--- config.mk ---
export PLATFORM = sky130hd
export DESIGN_NAME = rrn_exec
export DESIGN_NICKNAME = d
export VERILOG_FILES = /design/src/common/rrn_pkg.sv /design/src/rtl/rrn_exec.sv
export SDC_FILE = /design/constraint.sdc
export NUM_CORES = 1
export LEC_CHECK = 0
export BUFFER_PORTS_ARGS = -buffer_cell sky130_fd_sc_hd__buf_2
export CAP_MARGIN = 20
export CORE_UTILIZATION = 51
export CTS_CLUSTER_SIZE = 8
export DETAILED_ROUTE_END_ITERATION = 8
export PLACE_DENSITY = 0.82
export SLEW_MARGIN = 10
export SYNTH_ARGS = -nofsm -noshare
export SYNTH_HDL_FRONTEND = slang
export SYNTH_SLANG_ARGS = --single-unit
--- constraint.sdc ---
create_clock -name I_CLK -period 3.3 [get_ports I_CLK]
set_clock_uncertainty 0.15 [all_clocks]
set_input_delay 0.66 -clock I_CLK [delete_from_list [all_inputs] [get_ports I_CLK]]
set_output_delay 0.66 -clock I_CLK [all_outputs]
set_load 0.05 [all_outputs]
--- src/common/rrn_pkg.sv ---
// ****************************************
// package for the return/rotate/no-op execution block
// ****************************************
package rrn_pkg;

    localparam int unsigned CLK_PERIOD_NS = 25;
    localparam logic [3:0] OP_RETLIT = 4'h8;
    localparam logic [5:0] OP_ROT_L = 6'h0D;
    localparam logic [5:0] OP_ROT_R = 6'h0C;
    localparam logic [11:0] OP_NOOP = 12'h000;
    localparam int unsigned CARRY_BIT = 0;
    localparam int unsigned DEST_BIT = 5;
    localparam logic [7:0] ACC_RST = 8'h00;
    localparam logic [8:0] PC_RST = 9'h000;
    localparam logic CARRY_RST = 1'b0;
    localparam logic [4:0] FADDR_RST = 5'h00;
    localparam logic [7:0] FDATA_RST = 8'h00;
    localparam logic [1:0] RET_CYCLES = 2'h2;

    typedef enum logic [2:0]
    {
        RRN_OTHER,
        RRN_NOOP,
        RRN_RETLIT,
        RRN_ROT_L,
        RRN_ROT_R
    } rrn_op_t;

    typedef struct packed
    {
        logic wr;
        logic [4:0] addr;
        logic [7:0] data;
    } rrn_fwr_t;

endpackage

--- src/rtl/rrn_exec.sv ---
`timescale 1ns/100ps
`default_nettype none
module rrn_exec
    import rrn_pkg::*;
(
    // clock and reset
    input wire logic I_CLK,
    input wire logic I_ARST_N,
    // instruction and operands
    input wire logic I_VALID,
    input wire logic [11:0] I_OPCODE,
    input wire logic [7:0] I_FILE_DATA,
    input wire logic [8:0] I_STACK_HEAD,
    // results
    output logic [7:0] O_ACC,
    output logic O_CARRY,
    output logic [8:0] O_PC,
    output logic O_FILE_WR,
    output logic [4:0] O_FILE_ADDR,
    output logic [7:0] O_FILE_DATA,
    output logic O_STACK_POP,
    output logic O_BUSY,
    output logic O_ILLEGAL
);

    // ****************************************
    // decode
    // ****************************************
    function automatic rrn_op_t decode(input logic [11:0] instr);
        rrn_op_t r;
        r = RRN_OTHER;
        if (instr == OP_NOOP)
            r = RRN_NOOP;
        else if (instr[11:8] == OP_RETLIT)
            r = RRN_RETLIT;
        else if (instr[11:6] == OP_ROT_L)
            r = RRN_ROT_L;
        else if (instr[11:6] == OP_ROT_R)
            r = RRN_ROT_R;
        return r;
    endfunction

    rrn_op_t op;
    assign op = decode(I_OPCODE);

    // ****************************************
    // execute
    // ****************************************
    logic [7:0] acc_q, acc_d;
    logic carry_q, carry_d;
    logic [8:0] pc_q, pc_d;
    rrn_fwr_t fwr_q, fwr_d;
    logic pop_q, pop_d;
    logic busy_q, busy_d;
    logic ill_q, ill_d;
    logic [7:0] rot;
    logic rot_c;

    always_comb
    begin
        acc_d = acc_q;
        carry_d = carry_q;
        pc_d = pc_q;
        fwr_d = '{wr: 1'b0, addr: fwr_q.addr, data: fwr_q.data};
        pop_d = 1'b0;
        busy_d = 1'b0;
        ill_d = 1'b0;
        rot = I_FILE_DATA;
        rot_c = carry_q;
        if (busy_q)
        begin
            pc_d = I_STACK_HEAD;
        end
        else if (I_VALID)
        begin
            unique case (op)
                RRN_NOOP:
                    pc_d = pc_q + 9'h001;
                RRN_RETLIT:
                begin
                    acc_d = I_OPCODE[7:0];
                    pop_d = 1'b1;
                    busy_d = 1'b1;
                end
                RRN_ROT_L, RRN_ROT_R:
                begin
                    if (op == RRN_ROT_L)
                    begin
                        rot = {I_FILE_DATA[6:0], carry_q};
                        rot_c = I_FILE_DATA[7];
                    end
                    else
                    begin
                        rot = {carry_q, I_FILE_DATA[7:1]};
                        rot_c = I_FILE_DATA[0];
                    end
                    carry_d = rot_c;
                    pc_d = pc_q + 9'h001;
                    if (I_OPCODE[DEST_BIT])
                        fwr_d = '{wr: 1'b1, addr: I_OPCODE[4:0],
                            data: rot};
                    else
                        acc_d = rot;
                end
                RRN_OTHER:
                begin
                    ill_d = 1'b1;
                    pc_d = pc_q + 9'h001;
                end
            endcase
        end
    end

    always_ff @(posedge I_CLK or negedge I_ARST_N)
    begin
        if (!I_ARST_N)
        begin
            acc_q <= ACC_RST;
            carry_q <= CARRY_RST;
            pc_q <= PC_RST;
            fwr_q <= '{wr: 1'b0, addr: FADDR_RST, data: FDATA_RST};
            pop_q <= 1'b0;
            busy_q <= 1'b0;
            ill_q <= 1'b0;
        end
        else
        begin
            acc_q <= acc_d;
            carry_q <= carry_d;
            pc_q <= pc_d;
            fwr_q <= fwr_d;
            pop_q <= pop_d;
            busy_q <= busy_d;
            ill_q <= ill_d;
        end
    end

    assign O_ACC = acc_q;
    assign O_CARRY = carry_q;
    assign O_PC = pc_q;
    assign O_FILE_WR = fwr_q.wr;
    assign O_FILE_ADDR = fwr_q.addr;
    assign O_FILE_DATA = fwr_q.data;
    assign O_STACK_POP = pop_q;
    assign O_BUSY = busy_q;
    assign O_ILLEGAL = ill_q;
endmodule
`default_nettype wire

# Yosys cells after proc, flatten, opt, wreduce, memory -nomap -nowiden
# Index checks and enable logic that the tools add are counted.
[op_classes]
n_reduce_logical = 11
n_mul = 0
add_sub_neg = 1
shift = 0
mux = 21
n_lt_le_gt_ge = 0
bitwise = 1
div_mod_pow = 0
n_eq_ne = 8
[op_table]
columns = ["cell", "count"]
rows = [
  ["two-way mux 14 bit", 4],
  ["two-way mux 9 bit", 3],
  ["two-way mux 8 bit", 2],
  ["case mux 8 bit (2 select lines)", 1],
  ["equality test 6 x 4 -> 1 bit, second input constant", 2],
  ["logical NOT 12 bit", 1],
  ["two-way mux 3 bit", 4],
  ["adder 9 x 1 -> 9 bit, second input constant", 1],
  ["AND reduction 4 bit", 2],
  ["two-way mux 1 bit", 7],
  ["equality test 3 x 2 -> 1 bit, second input constant", 2],
  ["nonzero test 2 bit", 3],
  ["equality test 4 bit, second input constant", 1],
  ["OR reduction 4 bit", 1],
  ["equality test 3 x 1 -> 1 bit, second input constant", 1],
  ["equality test 3 bit, second input constant", 1],
  ["logical NOT 3 bit", 1],
  ["AND reduction 3 bit", 1],
  ["inequality test 2 bit, second input constant", 1],
  ["AND reduction 2 bit", 1],
  ["OR reduction 2 bit", 1],
  ["NOT 1 bit", 1],
]
[word_totals]
input_bits = 32
register_bits = 34
output_inout_bits = 35
mem_bits_ro = 0
latchBits = 0
n_memories = 0
ramBits = 0

# Logic depth before layout (Yosys ltp)
[depth]
ltp_word = 11
depth_mapped = 6

# Worst setup path after synthesis
# Ideal clock, no wire load.
[synth_path]
path_type = "register -> register"
from = "register busy_q, in the netlist O_BUSY"
to = "register acc_q[0], in the netlist O_ACC[0]"
t_arrival_ns = 1.710
setup_slack_ns = 1.315
path_stages_with_launch = 5
required_ns = 3.025
path_buffers = 1
path_cell_list = "dfrtp_1 clkbuf_1 nand2b_4 nor3_4 mux2_4"
[synth_via]
elab_chain_cells = 2
[synth_rtl]
columns = ["element", "line_no", "source"]
rows = [
  ["start, declared", "rrn_exec.sv:54", "logic busy_q, busy_d;"],
  ["start signal, assigned", "rrn_exec.sv:133", "busy_q <= busy_d;"],
  ["NOT 1 bit (no source line)", "--", ""],
  ["AND reduction 4 bit (no source line)", "--", ""],
  ["end signal, assigned", "rrn_exec.sv:118", "acc_q <= ACC_RST;"],
  ["end signal, assigned", "rrn_exec.sv:128", "acc_q <= acc_d;"],
  ["end, declared", "rrn_exec.sv:49", "logic [7:0] acc_q, acc_d;"],
]
# No other way between the ends.
# A chain may end at the register's enable or synchronous reset.

==> impl_results.md <==
* Leak pwr at 1.138 nW
* Min Tclk post-route at 2166 ps
* Total global routing overflow at 0
* Final Cycle Share at 0.6563
* RSZ-0062 raised after global routing: false
* Clock Sinks at 34
* GPL Wtd Cong at 0.8542
* Most common cell after layout, fill and taps aside: buf_2
* Max-Slew Margin vs Limit at 0.5071
* Detail Placement HPWL at 3011 um
* Vias at 1507
* 1st-iter DRT viols at 98
* Area grow syn2layout at 20.80%
* Fmax at 461.7 MHz
* Global-route wire length before repair at 6837 um
* Slowest CP cell: dfrtp_1
* IO Pins at 67
* Root Buffer: clkbuf_8
* Register area share after synthesis at 0.4533
* Post-synthesis instance total at 168
* Status: finished, final reports clean
* CTS Buffer Depth at 2
* CP required at 2490 ps
* Core Region at 3442 um^2
* CTS Hold Bufs at 0
* Largest fanout on the critical path at 22
* Max IR drop VDD at 0.0004817 V
* Tightest Pin Transition at 739.4 ps
* Setup TNS at 0 ps
* PostCTS Resize Cnt at 0
* Commonest non-fill, non-tap cells in the layout: buf_2, dfrtp_1, a21oi_1, mux2i_1, nand2_1
* First-pass DRT Iterations at 4
* Placement Rows at 21
* Die W at 62.67 um
* Die Area at 3927 um^2
* CP Capture Type: primary output
* Syn avg cell area at 11.17 um^2
* Distinct cells, synth at 38
* Initial antenna violation count at 0
* Crit-path leading delay family: flip-flops
* Crit path launch type: flip-flop
* DR WL/cell at 14.56 um
* Largest net degree at the start of global routing at 35
* Hold Vio Cnt, Final at 0
* Initial Util at 0.5453
* Clock latency on the worst-skew pair at 280 ps
* Largest stage delay, worst path at 690 ps
* PwrDens at 734.3 nW/um^2
* Die height at 62.67 um
* Routed Wire Length at 4062 um
* Setup bufs post-CTS at 0
* Pwr Total at 1.665 mW
* Nets at 266
* Port Buf Inserts at 66
* Net Count, Synth at 201
* Synth Cell Area at 1877 um^2
* WS Path Type: flip-flop to primary output
* #FFs+latches synth at 34
* Pins Over Slew Limit at 0
* Levels on crit path at 1
* Clock slew at reported path FFs at 60 ps
* Setup violators final at 0
* CTS Buf Count at 5
* CTS H-tree depth at 2
* Arrival time at the worst endpoint at 1360 ps
* DRC viols at 0
* CP cell instances: buf_2
* ANT nets after route at 0
* YS warnings at 0
* Layout cells sized above 1 at 0.4077
* Reg2reg path depth at 3
* Buf+Inv Stages, Crit Path at 1
* Vias in the first global route at 1455
* Max cap viols at 0
* Total track usage at 0.2286
* # diodes at 0
* CTS tree: built
* Hold/Removal Path Class: primary input to async pin
* Vias/cell at 5.401
==> state kept, by name, indices dropped and copies added (netlist names) <==
name and flops:
O_PC 9, O_ACC 8, O_FILE_DATA 8, O_FILE_ADDR 5
O_BUSY 1, O_CARRY 1, O_FILE_WR 1, O_ILLEGAL 1
==> metal layers <==
metal | part of all wire | up-vias | global-route usage
met5 | 0 | - | 0
met4 | 0.016 | 0 | 0.08140
met3 | 0.078 | 8 | 0.06752
met2 | 0.48 | 75 | 0.3682
met1 | 0.43 | 693 | 0.2908
li1 | - | 731 | -
==> Yosys cell counts, drive strengths merged <==
| cell | count | area (um^2) |
|---|---|---|
| and2 | 1 | 8.760 |
| and4bb | 1 | 12.51 |
| nand3 | 5 | 30.03 |
| or4b | 1 | 13.76 |
| and4 | 1 | 11.26 |
| mux2i | 17 | 170.2 |
| nand2b | 1 | 13.76 |
| nor2 | 10 | 37.54 |
| mux2 | 13 | 183.9 |
| a21oi | 21 | 105.1 |
| o21ai | 9 | 45.04 |
| buf | 6 | 66.31 |
| nand4 | 1 | 6.260 |
| nor4 | 3 | 18.77 |
| inv | 4 | 15.01 |
| xor2 | 2 | 17.52 |
| ha | 1 | 12.51 |
| and2b | 1 | 7.510 |
| clkbuf | 2 | 7.510 |
| a31oi | 4 | 25.02 |
| dfrtp | 34 | 850.8 |
| xnor2 | 6 | 52.55 |
| or4 | 1 | 7.510 |
| nor4b | 3 | 53.80 |
| and3 | 1 | 6.260 |
| nand2 | 13 | 48.80 |
| nor3 | 5 | 41.29 |
| nor3b | 1 | 7.510 |
==> layout make-up <==
cell class	count	area [um^2]
Clock buffer	7	76.32
Fill cell	289	1175
Inverter	4	15.01
Multi-Input combinational cell	122	937.1
Sequential cell	34	850.8
Tap cell	46	57.56
Timing Repair Buffer	66	330.3
==> worst register-to-register path, cell delays in order (launching register included) <==
cell and delay [ps]:
dfrtp_1 580, and2b_1 360, and4_4 420, mux2_2 370
==> worst paths after layout <==
kind                                start              to  slack [ps]
max                                O_BUSY     O_STACK_POP        1130
min                              I_ARST_N  O_FILE_DATA[4]         290
max reg2reg                        O_BUSY  O_FILE_ADDR[4]        1310
min reg2reg                O_FILE_ADDR[4]  O_FILE_ADDR[4]         350
max in group asynchronous        I_ARST_N        O_ACC[3]        2240
min in group I_CLK         O_FILE_ADDR[4]  O_FILE_ADDR[4]         350
==> report_power, final <==
group | total, mW | internal (mW) | switching (mW) | leakage (nW)
combinational | 0.760 | 0.213 | 0.547 | 0.675
clock | 0.286 | 0.145 | 0.141 | 0.0383
sequential | 0.619 | 0.525 | 0.0935 | 0.425
total | 1.66 | 0.883 | 0.781 | 1.14
==> through the flow <==
stage / setup slack (ps) / cells / hold WS (ps) / util / area (um^2)
2_1_floorplan: 1315 / 168 / 214.4 / - / 1877
3_3_place_gp: 999.7 / 272 / 339.5 / 0.6365 / 2191
3_5_place_dp: 953.3 / 272 / 340.3 / 0.6365 / 2191
4_1_cts: 1118 / 279 / 312.4 / 0.6587 / 2267
5_1_grt: 1015 / 279 / 341.4 / 0.6587 / 2267
6_report: 1134 / 279 / 285.1 / 0.6587 / 2267
==> logic make-up (layout without fill, tap and decap cells) <==
logic type,count (synthesis),in the layout,share of synthesized area
simple gates,49,49,0.1733
compound gates,34,34,0.09333
flops,34,34,0.4533
mux,30,30,0.1887
buf+inv,12,77,0.04733
xor+xnor,8,8,0.03733
fa+ha+maj,1,1,0.006666
(Power assumes the default switching activity.)
